### src/inc/mbd_pkg.sv
// Overview of operation
// - Input mode 2 selects Manchester decoding of the modulator data line.
// - Line is oversampled by the core clock; windows span 1024 line transitions.
// - Period measured in one window is applied only during the next window.
// - A single line glitch can corrupt the measured period and later bits.
// - Near-integer bit rates may skip a bit before the next window applies.
// - Rise/fall delay mismatch over one clock shortens the measured period.
package mbd_pkg;

  localparam int unsigned CNT_W = 16;
  localparam int unsigned EDGE_W = 10;
  localparam logic [1:0] MODE_MANCHESTER = 2'h2;
  localparam logic [EDGE_W-1:0] WINDOW_LAST_EDGE = 10'h3FF;
  localparam logic [CNT_W-1:0] HALF_UNMEASURED = 16'hFFFF;
  localparam logic [CNT_W-1:0] CNT_SAT = 16'hFFFF;
  localparam logic [CNT_W-1:0] CNT_ZERO = 16'h0000;
  localparam logic [1:0] BUF_DEPTH = 2'h2;

  typedef enum logic [1:0] {
    MBD_OFF,
    MBD_CAL,
    MBD_RUN
  } mbd_state_t;

  typedef struct packed {
    logic data;
    logic win_start;
  } mbd_bit_t;

  typedef struct packed {
    mbd_bit_t [1:0] slot;
    logic [1:0] count;
  } mbd_buf_state_t;

  typedef struct packed {
    logic sync1;
    logic sync2;
    logic prev;
    mbd_state_t state;
    logic [CNT_W-1:0] edge_gap;
    logic [CNT_W-1:0] mid_gap;
    logic [EDGE_W-1:0] edges;
    logic [CNT_W-1:0] min_half;
    logic [CNT_W-1:0] act_half;
    logic win_pending;
    logic overrun;
  } mbd_dec_state_t;

  localparam mbd_buf_state_t MBD_BUF_RST = '0;

  localparam mbd_dec_state_t MBD_DEC_RST = '{
    sync1: 1'b0,
    sync2: 1'b0,
    prev: 1'b0,
    state: MBD_OFF,
    edge_gap: CNT_SAT,
    mid_gap: CNT_ZERO,
    edges: 10'h000,
    min_half: HALF_UNMEASURED,
    act_half: HALF_UNMEASURED,
    win_pending: 1'b0,
    overrun: 1'b0
  };

  // Saturating so a stalled line never wraps into a short interval
  function automatic logic [CNT_W-1:0] sat_inc(input logic [CNT_W-1:0] v);
    sat_inc = (v == CNT_SAT) ? v : v + 16'h0001;
  endfunction

  // Three quarters of a bit: separates mid-bit edges from boundary edges
  function automatic logic [CNT_W:0] mid_threshold(input logic [CNT_W-1:0] half);
    mid_threshold = {1'b0, half} + {2'h0, half[CNT_W-1:1]};
  endfunction

endpackage

### src/hw/mbd_decoder.sv
`timescale 1ns/10ps
module mbd_decoder (
  // Clock and reset
  input wire logic clk,
  input wire logic rst_n,
  // Channel configuration
  input wire logic [1:0] input_mode,
  // Modulator pin, asynchronous to clk
  input wire logic modulator_data_line,
  // Recovered bit stream
  output logic bit_valid,
  output logic bit_data,
  output logic bit_window_start,
  output logic bit_strobe,
  input wire logic bit_ready,
  // Status
  output logic calibrated,
  output logic [15:0] applied_half_period,
  output logic [15:0] measuring_half_period,
  output logic [9:0] window_edge_count,
  output logic bit_overrun
);

  mbd_pkg::mbd_dec_state_t r_reg;
  mbd_pkg::mbd_dec_state_t r_next;
  logic line_edge;
  logic [15:0] interval;
  logic [15:0] since_mid;
  logic [15:0] new_min;
  logic push_valid;
  mbd_pkg::mbd_bit_t push_bit;
  logic push_ready;
  mbd_pkg::mbd_bit_t out_bit;

  // Transition seen only after both synchroniser stages
  assign line_edge = r_reg.sync2 ^ r_reg.prev;
  assign interval = mbd_pkg::sat_inc(r_reg.edge_gap);
  assign since_mid = mbd_pkg::sat_inc(r_reg.mid_gap);
  // Shortest gap wins; a glitch or uneven duty pulls it low
  assign new_min = (interval < r_reg.min_half) ? interval : r_reg.min_half;

  always_comb begin
    r_next = r_reg;
    push_valid = 1'b0;
    push_bit = '0;
    r_next.sync1 = modulator_data_line;
    r_next.sync2 = r_reg.sync1;
    r_next.prev = r_reg.sync2;
    r_next.edge_gap = interval;
    r_next.mid_gap = since_mid;
    if (input_mode != mbd_pkg::MODE_MANCHESTER) begin
      r_next.state = mbd_pkg::MBD_OFF;
      r_next.edge_gap = mbd_pkg::CNT_SAT;
      r_next.mid_gap = mbd_pkg::CNT_ZERO;
      r_next.edges = '0;
      r_next.min_half = mbd_pkg::HALF_UNMEASURED;
      r_next.act_half = mbd_pkg::HALF_UNMEASURED;
      r_next.win_pending = 1'b0;
    end else begin
      case (r_reg.state)
        mbd_pkg::MBD_OFF: begin
          r_next.state = mbd_pkg::MBD_CAL;
          r_next.edge_gap = mbd_pkg::CNT_SAT;
        end
        mbd_pkg::MBD_CAL, mbd_pkg::MBD_RUN: begin
          if (line_edge) begin
            r_next.edge_gap = mbd_pkg::CNT_ZERO;
            r_next.min_half = new_min;
            r_next.edges = r_reg.edges + 10'h001;
            if (r_reg.edges == mbd_pkg::WINDOW_LAST_EDGE) begin
              // Result only steers sampling in the next window
              r_next.act_half = new_min;
              r_next.min_half = mbd_pkg::HALF_UNMEASURED;
              r_next.state = mbd_pkg::MBD_RUN;
              r_next.win_pending = 1'b1;
            end
            // Fixed integer threshold; phase drift near integer rates can skip a bit
            if ((r_reg.state == mbd_pkg::MBD_RUN) &&
                ({1'b0, since_mid} >= mbd_pkg::mid_threshold(r_reg.act_half))) begin
              r_next.mid_gap = mbd_pkg::CNT_ZERO;
              push_valid = 1'b1;
              push_bit.data = r_reg.sync2;
              push_bit.win_start = r_reg.win_pending;
              if (push_ready) begin
                r_next.win_pending = (r_reg.edges == mbd_pkg::WINDOW_LAST_EDGE);
              end else begin
                r_next.overrun = 1'b1;
              end
            end
          end
        end
        default: begin
          r_next.state = mbd_pkg::MBD_OFF;
        end
      endcase
    end
  end

  always_ff @(posedge clk or negedge rst_n) begin
    if (!rst_n) begin
      r_reg <= mbd_pkg::MBD_DEC_RST;
    end else begin
      r_reg <= r_next;
    end
  end

  // Line cannot be stalled, so a full buffer shows as sticky overrun
  mbd_pair_buf u_buf (
    .clk(clk),
    .rst_n(rst_n),
    .in_valid(push_valid),
    .in_bit(push_bit),
    .in_ready(push_ready),
    .out_valid(bit_valid),
    .out_bit(out_bit),
    .out_ready(bit_ready)
  );

  assign bit_data = out_bit.data;
  assign bit_window_start = out_bit.win_start;
  assign bit_strobe = bit_valid && bit_ready;
  assign calibrated = (r_reg.state == mbd_pkg::MBD_RUN);
  assign applied_half_period = r_reg.act_half;
  assign measuring_half_period = r_reg.min_half;
  assign window_edge_count = r_reg.edges;
  assign bit_overrun = r_reg.overrun;

endmodule // mbd_decoder

### src/hw/mbd_pair_buf.sv
`timescale 1ns/10ps
module mbd_pair_buf (
  // Clock and reset
  input wire logic clk,
  input wire logic rst_n,
  // Fill side
  input wire logic in_valid,
  input mbd_pkg::mbd_bit_t in_bit,
  output logic in_ready,
  // Drain side
  output logic out_valid,
  output mbd_pkg::mbd_bit_t out_bit,
  input wire logic out_ready
);

  mbd_pkg::mbd_buf_state_t r_reg;
  mbd_pkg::mbd_buf_state_t r_next;
  logic push;
  logic pop;

  assign in_ready = (r_reg.count != mbd_pkg::BUF_DEPTH);
  assign out_valid = (r_reg.count != 2'h0);
  assign out_bit = r_reg.slot[0];
  assign push = in_valid && in_ready;
  assign pop = out_valid && out_ready;

  always_comb begin
    r_next = r_reg;
    if (pop) begin
      r_next.slot[0] = r_reg.slot[1];
    end
    if (push) begin
      if ((r_reg.count == 2'h0) || ((r_reg.count == 2'h1) && pop)) begin
        r_next.slot[0] = in_bit;
      end else begin
        r_next.slot[1] = in_bit;
      end
    end
    case ({push, pop})
      2'h2: r_next.count = r_reg.count + 2'h1;
      2'h1: r_next.count = r_reg.count - 2'h1;
      default: r_next.count = r_reg.count;
    endcase
  end

  always_ff @(posedge clk or negedge rst_n) begin
    if (!rst_n) begin
      r_reg <= mbd_pkg::MBD_BUF_RST;
    end else begin
      r_reg <= r_next;
    end
  end

endmodule // mbd_pair_buf

### config.mk
export PLATFORM = sky130hd
export DESIGN_NAME = mbd_decoder
export DESIGN_NICKNAME = d
export VERILOG_FILES = /design/src/inc/mbd_pkg.sv /design/src/hw/mbd_decoder.sv /design/src/hw/mbd_pair_buf.sv
export SDC_FILE = /design/constraint.sdc
export NUM_CORES = 1
export LEC_CHECK = 0
export BUFFER_PORTS_ARGS = -buffer_cell sky130_fd_sc_hd__buf_2
export CAP_MARGIN = 20
export CORE_AREA = 2 2 148 150
export CTS_CLUSTER_DIAMETER = 150
export DETAILED_ROUTE_END_ITERATION = 8
export DIE_AREA = 0 0 150 152
export GPL_TIMING_DRIVEN = 0
export PLACE_DENSITY_LB_ADDON = 0.3
export SLEW_MARGIN = 10
export SYNTH_ARGS = -nofsm -noshare
export SYNTH_HDL_FRONTEND = slang
export SYNTH_HIERARCHICAL = 1
export SYNTH_SLANG_ARGS = --single-unit
### constraint.sdc
create_clock -name clk -period 4.4 [get_ports clk]
set_clock_uncertainty 0.2 [all_clocks]
set_input_delay 0.22 -clock clk [delete_from_list [all_inputs] [get_ports clk]]
set_output_delay 0.22 -clock clk [all_outputs]
set_load 0.1 [all_outputs]
Word-level counts from Yosys, hierarchy flattened

Cells that the tools add are included.

Flip-flop bits (word level): 87
Word-level logic and storage cells: 84

$add $sub $neg: 6
Order comparisons: 2
Eq/ne operators: 12
Mux-type cells: 26
Bitwise logic cells: 4
Reduce and logical (&&, ||, !) cells: 18

Operator list:

| cell                                                                  | number |
|---|---|
| 78-bit two-way mux                                                    | 1 |
| 77-bit two-way mux                                                    | 1 |
| 16-bit two-way mux                                                    | 4 |
| 60-bit two-way mux                                                    | 1 |
| 33-bit two-way mux                                                    | 1 |
| 16-bit by 1-bit adder with 16-bit output, second input constant       | 2 |
| 16-bit equality test, second input constant                           | 2 |
| 16-bit one-hot mux with 2 select lines                                | 1 |
| 2-bit two-way mux                                                     | 9 |
| 16-bit by 15-bit adder with 17-bit output                             | 1 |
| 16-bit by 17-bit >= comparator with 1-bit output                      | 1 |
| 16-bit less-than comparator                                           | 1 |
| 10-bit by 1-bit adder with 10-bit output, second input constant       | 1 |
| 10-bit equality test, second input constant                           | 1 |
| 2-bit nonzero test                                                    | 5 |
| 2-bit one-hot mux with 2 select lines                                 | 2 |
| 2-bit by 1-bit equality test with 1-bit output, second input constant | 3 |
| 1-bit two-way mux                                                     | 6 |
| 3-bit != test, second input constant                                  | 2 |
| 2-bit AND reduction                                                   | 3 |
| 5-bit AND reduction                                                   | 1 |
| 2-bit equality test, second input constant                            | 2 |
| 1-bit logical AND                                                     | 4 |
| 2-bit zero test                                                       | 2 |
| 8 further kinds                                                       | 11 |

Depth between registers and ports, before layout

Gate-level depths: netlist (run 1).

Word-level depth: 11
Mapped depth: 20
Mapped depth without buffers: 19

Cells and area by module

Netlist (run 1), hierarchy kept.

By module, submodules not included:

| module       | instances | cells an instance | area each (um^2) | seq. area each (um^2) |
|---|---|---|---|---|
| mbd_decoder  | 1         | 644               | 5878.1           | 2087.0 |
| mbd_pair_buf | 1         | 34                | 369.1            | 150.1 |

Worst setup path after synthesis (run 1)

Ideal clock, no wire load.

Kind: register to register
From: reg r_reg, in the netlist applied_half_period[1]
To: reg u_buf/r_reg[1] (netlist bit)
Setup time: 0.127 ns
Data arrival time: 3.967 ns
Required time: 4.073 ns
Path slack: 0.106 ns
Cell stages (with the launch flop): 20
Path buffers: 1
Clock period less this slack: 4.294 ns
Cells stage by stage: dfstp_2 > ha_1 > fa_1 > a211oi_1 > o21bai_1 > o22ai_1 > o31ai_1 > a31oi_1 > xnor2_1 > ha_1 > o21ai_0 > a21oi_1 > o2111ai_1 > a211oi_1 > clkbuf_1 > and2_1 > nand2b_4 > ha_1 > nand2_1 > o21ai_0

Word-level cells in the longest chain between the ends: 10
Elaborated cells on any way between the ends: 12
Those cells by class: add/sub: 1; order compare: 1; eq/ne: 2; mux: 5; reduce/logical: 3

RTL lines:

| what                                                                                         | line               | source |
|---|---|---|
| from (decl)                                                                                  | mbd_decoder.sv:24  | `mbd_pkg::mbd_dec_state_t r_reg;` |
| from (signal assigned)                                                                       | mbd_decoder.sv:101 | `r_reg <= mbd_pkg::MBD_DEC_RST;` |
| from (signal assigned)                                                                       | mbd_decoder.sv:103 | `r_reg <= r_next;` |
| 16-bit by 15-bit adder with 17-bit output *                                                  | mbd_pkg.sv:72      | `mid_threshold = {1'b0, half} + {2'h0, half[CNT_W-1:1]};` |
| 16-bit by 17-bit >= comparator with 1-bit output *                                           | mbd_decoder.sv:79  | `({1'b0, since_mid} >= mbd_pkg::mid_threshold(r_reg.act_half))) begin` |
| 1-bit logical AND *                                                                          | mbd_decoder.sv:78  | `if ((r_reg.state == mbd_pkg::MBD_RUN) &&` |
| 1-bit two-way mux *                                                                          | mbd_decoder.sv:78  |  |
| 1-bit two-way mux *                                                                          | mbd_decoder.sv:66  | `if (line_edge) begin` |
| 1-bit two-way mux *                                                                          | mbd_decoder.sv:60  | `case (r_reg.state)` |
| 1-bit two-way mux *                                                                          | mbd_decoder.sv:51  | `if (input_mode != mbd_pkg::MODE_MANCHESTER) begin` |
| named net push_valid                                                                         | mbd_decoder.sv:30  | `logic push_valid;` |
| 1-bit logical AND *                                                                          | mbd_pair_buf.sv:24 | `assign push = in_valid && in_ready;` |
| 2-bit by 1-bit equality test with 1-bit output / 2-bit equality test (equally long branches) | mbd_pair_buf.sv:39 | `case ({push, pop})` |
| 2-bit one-hot mux with 2 select lines / 2-bit nonzero test (equally long branches)           | n/a                |  |
| to (signal assigned)                                                                         | mbd_pair_buf.sv:48 | `r_reg <= mbd_pkg::MBD_BUF_RST;` |
| to (signal assigned)                                                                         | mbd_pair_buf.sv:50 | `r_reg <= r_next;` |
| to (decl)                                                                                    | mbd_pair_buf.sv:16 | `mbd_pkg::mbd_buf_state_t r_reg;` |

Mark *: on every way through the listed nets, which the timed path passes. The rest lies on a longest branch.
A chain may end at the register's enable or synchronous reset.

==> metrics.txt, run 1 <==
drt pass-1 iters=4; worst skew pair latency=0.35 ns; Post-Synth Simple-Gate Area=0.1823; Total GRT Usage=0.1378; Async SR Flop Fraction=1.000; Placement Setup Slack=-0.6539 ns; top cell family by delay on the critical path=compound AO/OA/AOI/OAI gates; Netlist cell types=slightly below 60; FP Rows=54; Tmin final=approximately 4.2 ns; Reg2Reg Setup Slack=0.17 ns; num ports=54; setup violators final=0; worst vdd ir=0.0001886 V; Achievable Freq=236.2 MHz; Clock transition at path regs=0.07 ns; fillers=2,284; Vias=around 5,000; final wirelength=approximately 15 mm; status=finished, final reports clean; CP peak stage delay=0.43 ns; max-capacitance violation count=0; worst path cell trace=ha_2 -> fa_1 -> a211oi_2 -> o21bai_2 -> o22ai_4 -> o31ai_4 -> a31oi_1 -> xnor2_1 -> ha_1 -> or3_1 -> a221oi_2 -> o311a_1 -> a211oi_2 -> buf_4 -> buf_4 -> and3_1 -> mux2_2; core area=21,350 um2; Sink Count=87; DRT met1 WL=a little under 7 mm; max_slew headroom=0.4207; top layer in use=met4; Congestion Overflow GR=0; fin util=0.3500; WL per Instance=about 15 um; post-DP HPWL=between 10 and 15 mm; CP bufs+invs=2; post-synthesis sequential area ratio=0.3581; Post-Syn Instances=around 680; initial antenna violation count=0; Syn Area/Cell=a little over 9 um2; pin count of the biggest net entering global routing=64; synthesized net count=around 740; CTS Buffer Depth=2; share of cells above drive strength 1=0.2913; most frequent cells in the layout=58 x nor2_1, 58 x buf_4, 55 x buf_2, 51 x ha_1, 48 x dfstp_2; CP required=roughly 4.4 ns; Die ar.=~23,000 um2; post-synthesis mux area share=0.03925; Worst setup EP type=flop; Design Area, Final=between 7000 and 8000 um2; YS warnings=6; area grow syn2layout=19.61%; CTS root buf=clkbuf_16; H-tree depth=3; setup TNS=0 ns; Final Max Tran Viols=0; drc violations=0; Initial Util=0.2926; Primary FF master, synth=dfstp_2; Final Cycle Share=0.9623; CP Max Fanout=9; post-synthesis cell area=between 6000 and 7000 um2; Hold Violations, Final=0; CP arrival=4.27 ns; clock buffer count from CTS=9; GP Congestion=between 0.7 and 0.8; Die Wd=150 um; Post-Synth Adder-Cell Area=0.1194; Post-synth EDFFs=0; HP Class=in -> reg; Die Ht=~150 um; TritonCTS clock tree=built; Initial DRC Count=between 200 and 250; Port Buffer Count=53; Worst-Margin Slew=around 0.86 ns; Final WS setup=approximately 0.17 ns; max reg flops=36; Post-DRT Antenna Nets=0; Tot Pwr=2.067 mW; Register Area=2237 um2; Met2 Routed Length=between 7 and 8 mm; post-synthesis compound-gate area fraction=0.1404; CP Launch Type=flop; vias in the first global route=4,959; n_diodes=0; Post-DP Area=6898 um2; largest family of logic cells by synthesized area=simple AND/OR/NAND/NOR gates; Leak=roughly 3.4 nW; post-synthesis register bit count=87; met3 WL=around 340 um; Setup CP Type=reg -> reg; multi-input logic area=3596 um2; routed vias/inst=4.752; CP max stage cell=fa_1; XOR/XNOR share of the synthesized area=0.06449; Total Nets Final=822; pwr dens=around 280 nW/um2; first-pass GRT wire length=roughly 25 mm
[path summary, 6_finish.rpt]
check,from,endpoint,cells past startpoint
worst max-delay path,applied_half_period[1],u_buf/r_reg[4],17
worst min-delay path,bit_ready,u_buf/out_bit[0],4
worst max register to register,applied_half_period[1],u_buf/r_reg[4],17
worst min register to register,r_next[79],r_next[78],0
max in group asynchronous,rst_n,applied_half_period[11],3
min in group asynchronous,rst_n,measuring_half_period[6],2
[power by group]
group / internal (mW) / switching, mW
registers: 0.825 / 0.0180
logic: 0.165 / 0.320
clock network: 0.388 / 0.350
total: 1.38 / 0.688
[timing repair]
action,4_1_cts,5_1_grt
endpoints found under the hold margin,48,0
gates resized for setup,15,18
buffers inserted,6,6
hold buffers,2,0
endpoints found under the setup margin,22,37
pin swaps,5,16
[Yosys cell counts, drive strengths merged (3+ instances only)]
master / count / share of area
o31ai: 4 / 0.0048
or3: 5 / 0.0050
and3: 9 / 0.0090
o21a: 9 / 0.011
xnor2: 19 / 0.027
nand4: 13 / 0.014
a211o: 4 / 0.0056
o21ai: 28 / 0.022
a21oi: 49 / 0.040
and2: 4 / 0.0040
dfrtp: 39 / 0.16
nor3: 15 / 0.012
mux2: 4 / 0.0072
a211oi: 6 / 0.0072
o21bai: 4 / 0.0048
clkbuf: 14 / 0.0084
a31oi: 5 / 0.0050
nor3b: 16 / 0.019
nor4b: 3 / 0.0042
nand3: 22 / 0.019
nor2: 58 / 0.035
nor2b: 6 / 0.0060
nand2: 32 / 0.019
dfstp: 48 / 0.20
or2: 5 / 0.0050
a21o: 10 / 0.012
nor4: 18 / 0.020
mux2i: 20 / 0.032
ha: 58 / 0.12
inv: 47 / 0.028
buf: 50 / 0.059
nand2b: 5 / 0.0062
xor2: 27 / 0.038
[worst reg2reg max path, cell delays in order (launching register included)]
cell	delay, ns
dfstp_2	0.41
ha_2	0.20
fa_1	0.43
a211oi_2	0.28
o21bai_2	0.12
o22ai_4	0.24
o31ai_4	0.10
a31oi_1	0.21
xnor2_1	0.11
ha_1	0.20
or3_1	0.36
a221oi_2	0.18
o311a_1	0.24
a211oi_2	0.06
buf_4	0.15
buf_4	0.16
and3_1	0.21
mux2_2	0.26
[per-layer routing]
| layer | track usage | vias up |
|---|---|---|
| li1 | - | 2515 |
| met1 | 0.1680 | 2381 |
| met2 | 0.2468 | 43 |
| met3 | 0.01832 | 13 |
| met4 | 0.04717 | 0 |
| met5 | 0 | - |
[layout make-up]
cell class,count,share of cell area
plain buffers,64,0.05727
well taps,280,0.04689
flip-flops and latches,87,0.2994
clock inverters,7,0.007200
repair buffers,68,0.05425
multi-input cells,480,0.4812
inverters,47,0.02361
clock buffers,9,0.03014
[cell families after synthesis]
kind of cell             Yosys count
AND/OR/NAND/NOR                  214
AO/OA/AOI/OAI                    137
buffers and inverters            111
flip-flops                        87
adder cells (fa/ha/maj)           59
XOR/XNOR                          46
multiplexers                      24
[metrics by stage]
| step | hold WS, ns | instances |
|---|---|---|
| finish | 0.05428 | 1042 |
| global route | 0.08264 | 1042 |
| detailed placement | 0.1458 | 1012 |
| floorplan | -0.2756 | 678 |
| CTS | 0.06976 | 1036 |
| global placement | 0.1305 | 1011 |
Power figures use the tool's default switching activity.
==> run 2, diff against run 1 <==
==> constraint.sdc (replaced) <==
create_clock -name clk -period 4.4 [get_ports clk]
set_clock_uncertainty 0.2 [all_clocks]
set_input_delay 0.44 -clock clk [delete_from_list [all_inputs] [get_ports clk]]
set_output_delay 0.44 -clock clk [all_outputs]
set_load 0.1 [all_outputs]
==> run 2 against run 1 <==
Net effect: sequential power hardly changed; flip-flop and latch count stayed put; first-iteration DRC count is 12% higher; global-route usage hardly changed; critical path depth stayed put; sequential share of layout area hardly changed; die area stayed put; count of clock-buffer cells in the layout stayed put.
==> metrics.txt, run 2 (synthesis gave the netlist of run 1 again) <==
status=finished, final reports clean; CP Capture Point=u_buf/r_reg[4]; Congestion Overflow GR=0 (unchanged); instance count on the critical path=17 (unchanged); switch share=0.3325 (-0.0004317); HP Class=in -> async; Total Nets Final=821 (-0.12%); pwr dens=276.6 nW/um2 (about the same); RR Endpoint=u_buf/r_reg[4]; Leak=3.401 nW (-0.12%); Final Max Tran Viols=0 (unchanged); Die Wd=150 um (unchanged); Hold Violations, Final=0 (unchanged); top cell family by delay on the critical path=compound AO/OA/AOI/OAI gates; Design Area, Final=7462 um2 (-0.13%); Pint=1.378 mW (about the same); Sink Count=87 (unchanged); Die ar.=22,800 um2 (unchanged); Clock transition at path regs=0.07 ns (about the same); reg2reg start=applied_half_period[1]; Die Ht=152 um (unchanged); CP peak stage delay=0.43 ns (about the same); Psw=0.6865 mW (-0.24%); n_diodes=0 (unchanged); CP Max Fanout=9 (unchanged); Flop pwr share=0.409 (about the same); clock buffer count from CTS=9 (unchanged); multi-input logic area=3596 um2 (unchanged); Post-DP Area=6898 um2 (unchanged); max reg flops=36 (unchanged); area grow syn2layout=19.45%; most frequent cells in the layout=58 x nor2_1, 58 x buf_4, 55 x buf_2, 51 x ha_1, 48 x dfstp_2; CP arrival=4.27 ns (about the same); Reg2Reg Setup Slack=0.16 ns (about the same); Worst Hold Slack=0.08853 ns (+0.03425 ns); GP Congestion=0.7791 (unchanged); first-pass GRT wire length=25.03 mm (about the same); Final Cycle Share=0.9630 (about the same); post-DP HPWL=11.49 mm (unchanged); CTS root buf=clkbuf_16; CP max stage cell=fa_1; pin count of the biggest net entering global routing=64 (unchanged); num ports=54 (unchanged); R2R cell count=17 (unchanged); max-capacitance violation count=0 (unchanged); Initial DRC Count=271 (+12%); worst vdd ir=0.0001876 V (-0.57%); Initial Util=0.2926 (unchanged); Vias=4,965 (+0.26%); initial antenna violation count=0 (unchanged); Achievable Freq=236.0 MHz (about the same); drt pass-1 iters=4 (unchanged); Total GRT Usage=0.1377 (about the same); WL per Instance=14.79 um (+0.17%); Register Area=2237 um2 (unchanged); vias in the first global route=4,953 (-0.12%); Worst-Margin Slew=0.8574 ns (-0.006359 ns); Post-DRT Antenna Nets=0 (unchanged); CTS Buffer Depth=2 (unchanged); H-tree depth=3 (unchanged); Port Buffer Count=53 (unchanged); setup violators final=0 (unchanged); Clock power frac=0.357 (about the same); worst skew pair latency=0.35 ns (about the same); Tmin final=4.237 ns (+0.003413 ns); fin cells=1,041 (-0.096%); FP Rows=54 (unchanged); Worst setup startpoint=applied_half_period[1]; combinational share of power=0.235 (about the same); core area=21,350 um2 (unchanged); Worst setup EP type=flop; TritonCTS clock tree=built; CP required=4.44 ns (about the same); CP Launch Type=flop; CP bufs+invs=2 (unchanged); final wirelength=15.40 mm (about the same); Tot Pwr=2.064 mW (-0.11%); fillers=2,284 (unchanged); share of cells above drive strength 1=0.2917 (+0.0003828); max_slew headroom=0.4250 (+0.004265); routed vias/inst=4.769 (+0.36%); worst path cell trace=ha_2 -> fa_1 -> a211oi_2 -> o21bai_2 -> o22ai_4 -> o31ai_4 -> a31oi_1 -> xnor2_1 -> ha_1 -> or3_1 -> a221oi_2 -> o311a_1 -> a211oi_2 -> buf_4 -> buf_4 -> and3_1 -> mux2_2; drc violations=0 (unchanged); Placed Cells incl. Taps=1,012 (unchanged); Setup CP Type=reg -> reg
run 2: worst min path at each step:
stage	to	cells after the start	from
after CTS	measuring_half_period[6]	1	rst_n
after floorplan	bit_overrun	0	rst_n
final	measuring_half_period[6]	1	rst_n
after detailed placement	r_next[78]	0	r_next[79]
after global placement	r_next[78]	0	r_next[79]
after global routing	r_reg[63]	1	rst_n
run 2: metrics by stage:
step / util / setup WS (ns) / TNS (ns)
2_1_floorplan: - / 0.1064 / 0
3_3_place_gp: 0.3214 / -0.6105 / -3.312
3_5_place_dp: 0.3231 / -0.6539 / -4.017
4_1_cts: 0.3435 / 0.001980 / 0
5_1_grt: 0.3495 / -0.02900 / -0.06201
6_report: 0.3495 / 0.1626 / 0
run 2: cell type report:
type                    instances  area share
multi-input cells             480      0.4819
flip-flops and latches         87      0.2998
plain buffers                  64     0.05734
repair buffers                 67     0.05298
well taps                     280     0.04695
clock buffers                   9     0.03018
inverters                      47     0.02364
clock inverters                 7    0.007210
run 2: worst reg2reg max path: stages (launching register included):
cell and delay [ns]:
dfstp_2 0.41, ha_2 0.20, fa_1 0.43, a211oi_2 0.28, o21bai_2 0.12, o22ai_4 0.24
o31ai_4 0.10, a31oi_1 0.21, xnor2_1 0.11, ha_1 0.20, or3_1 0.37, a221oi_2 0.18
o311a_1 0.24, a211oi_2 0.06, buf_4 0.15, buf_4 0.16, and3_1 0.21, mux2_2 0.26
run 2: power by group through the flow:
stage / Combinational (mW) / Clock [mW] / Sequential (mW)
4_1_cts: 0.455 / 0.761 / 0.844
3_3_place_gp: 0.446 / 0 / 0.856
3_5_place_dp: 0.452 / 0 / 0.857
6_report: 0.485 / 0.736 / 0.843
5_1_grt: 0.544 / 0.800 / 0.846
2_1_floorplan: 0.346 / 0 / 0.852
run 2: layer usage:
layer / part of all wire / track usage / wire [um]
met5: 0 / 0 / 0
met4: 0.016 / 0.04717 / 252
met2: 0.52 / 0.2466 / 7992
met3: 0.019 / 0.01832 / 291
met1: 0.45 / 0.1680 / 6860
run 2: what timing repair did:
item	in CTS	in global routing
gates resized for setup	15	18
setup buffers	6	6
endpoints found under the setup margin	22	37
hold endpoints to repair	1	0
hold buffers	1	0
pin swaps	5	16
==> run 3, diff against run 2 <==
Settings changed: BUFFER_PORTS_ARGS -buffer_cell sky130_fd_sc_hd__buf_2 to -buffer_cell sky130_fd_sc_hd__clkbuf_2, CTS_BUF_LIST set to sky130_fd_sc_hd__clkbuf_8.
==> run 3 against run 2 <==
Net effect: register-to-register slack about the same; hold slack improved by 0.10 ns; flip-flop and latch count unchanged; critical path depth decreased by 1; combinational power decreased by 2%; sequential power about the same; final cell count increased by 0.29%; wire length decreased by 2.1%; maximum frequency increased by 0.24%; utilization decreased by 0.35 points; clock power decreased by 21%; critical path type unchanged; critical endpoint is now u_buf/out_bit[1]; largest cell class unchanged.
==> metrics.txt, run 3 (synthesis gave the netlist of run 1 again) <==
fin util=0.3460 (-0.003516); drc violations=0 (unchanged); Clock transition at path regs=0.10 ns (+0.03 ns); Worst Hold Slack=0.1884 ns (+0.09989 ns); CP Launch Type=flop; max reg flops=36 (unchanged); Design Area, Final=7387 um2 (-1.0%); CP Max Fanout=5 (-4); most common cell after layout, fill and taps aside=buf_4; clock buffer count from CTS=9 (unchanged); H-tree depth=3 (unchanged); Final Cycle Share=0.9607 (-0.002300); CP peak stage delay=0.61 ns (+0.18 ns); routed vias/inst=4.684 (-1.8%); Total Nets Final=824 (+0.37%); pwr dens=256.9 nW/um2 (-7.1%); TritonCTS clock tree=built; Vias=4,890 (-1.5%); status=finished, final reports clean; final wirelength=15.08 mm (-2.1%); CP max stage cell=dfstp_2; CP arrival=4.34 ns (+0.07 ns); vias in the first global route=4,849 (-2.1%); Initial Util=0.2926 (unchanged); max-capacitance violation count=0 (unchanged); FP Rows=54 (unchanged); Achievable Freq=236.6 MHz (+0.24%); setup violators final=0 (unchanged); WL per Instance=14.44 um (-2.3%); CTS Buffer Depth=2 (unchanged); worst skew pair latency=0.39 ns (+0.04 ns); share of cells above drive strength 1=0.2932 (+0.001472); n_diodes=0 (unchanged); hold-critical path depth=0; Tot Pwr=1.898 mW (-8.1%); Post-DRT Antenna Nets=0 (unchanged); Port Buffer Count=53 (unchanged); Final Max Tran Viols=0 (unchanged); Tmin final=4.227 ns (-0.01012 ns); Die Ht=152 um (unchanged); Setup CP Type=reg -> reg; Worst setup EP type=flop; Leak=3.412 nW (+0.32%); core area=21,350 um2 (unchanged); worst vdd ir=0.0001269 V (-32%); Hold Violations, Final=0 (unchanged); pin count of the biggest net entering global routing=48 (-25%); CTS root buf=clkbuf_8; Sink Count=87 (unchanged); drt pass-1 iters=4 (unchanged); area grow syn2layout=18.25%; post-DP HPWL=11.39 mm (-0.80%); Worst-Margin Slew=0.8957 ns (+0.03835 ns); most frequent cells in the layout=59 x buf_4, 58 x nor2_1, 52 x clkbuf_2, 51 x ha_1; CP required=4.51 ns (+0.07 ns); Die ar.=22,800 um2 (unchanged); num ports=54 (unchanged); R2R cell count=16 (-1); initial antenna violation count=0 (unchanged); Total GRT Usage=0.1375 (-0.0002076); max_slew headroom=0.3993 (-0.02572); first-pass GRT wire length=24.72 mm (-1.2%); Initial DRC Count=238 (-12%); worst path cell trace=ha_4 -> a21o_1 -> a221oi_2 -> o21ai_2 -> or3_1 -> a31oi_1 -> xor2_1 -> ha_1 -> nand4_1 -> o311a_1 -> a211oi_2 -> buf_4 -> and2_4 -> nand2b_4 -> or2_2 -> a21oi_1; HP Class=reg -> reg; Post-DP Area=6890 um2 (-0.11%); GP Congestion=0.7749 (-0.54%); Congestion Overflow GR=0 (unchanged); Die Wd=150 um (unchanged)
run 3: per-layer routing:
metal	track usage	vias up	wire length, um
li1	-	2522	-
met1	0.1676	2309	6830
met2	0.2444	45	7659
met3	0.01952	14	341
met4	0.04942	0	249
met5	0	-	0
run 3: timing repair:
action	CTS	global route
pin swaps	5	10
setup endpoints to repair	23	33
buffers inserted	8	6
resized for setup	17	14
hold endpoints to repair	4	0
hold buffers	2	0
run 3: worst paths after layout:
| check | slack, ns | startpoint | end |
|---|---|---|---|
| worst max-delay path | 0.17 | applied_half_period[6] | u_buf/out_bit[1] |
| worst min-delay path | 0.19 | r_next[79] | r_next[78] |
| worst max register to register | 0.17 | applied_half_period[6] | u_buf/out_bit[1] |
| worst min register to register | 0.19 | r_next[79] | r_next[78] |
| max in group asynchronous | 2.85 | rst_n | applied_half_period[4] |
| min in group asynchronous | 0.47 | rst_n | bit_overrun |
run 3: final cells by class:
type,instances,area [um2]
flip-flops and latches,87,2237
plain buffers,64,427.9
well taps,280,350.3
fillers,2281,13960
clock buffers,9,123.9
inverters,47,176.4
multi-input cells,480,3587
repair buffers,70,412.9
clock inverters,7,71.32
run 3: power by group:
part           leakage (nW)  internal (mW)  switching (mW)  total [mW]
logic                  2.28          0.157           0.317       0.474
registers              1.04          0.825          0.0200       0.845
clock network        0.0974          0.263           0.315       0.579
run 3: stage by stage:
stage / worst slack, ns / setup TNS [ns] / instances
after detailed placement: -0.6688 / -3.689 / 1012
after floorplan: 0.1064 / 0 / 678
final: 0.1727 / 0 / 1044
after global placement: -0.6129 / -3.324 / 1011
after CTS: 0.006886 / 0 / 1038
after global routing: -0.02873 / -0.02873 / 1044
run 3: critical path, delay by kind of cell (launching register included):
kind	cells	cell delay [ns]
xor+xnor	1	0.09
fa+ha+maj	2	0.54
simple gates	5	0.99
buf+inv	1	0.15
flops	1	0.61
compound gates	7	1.57
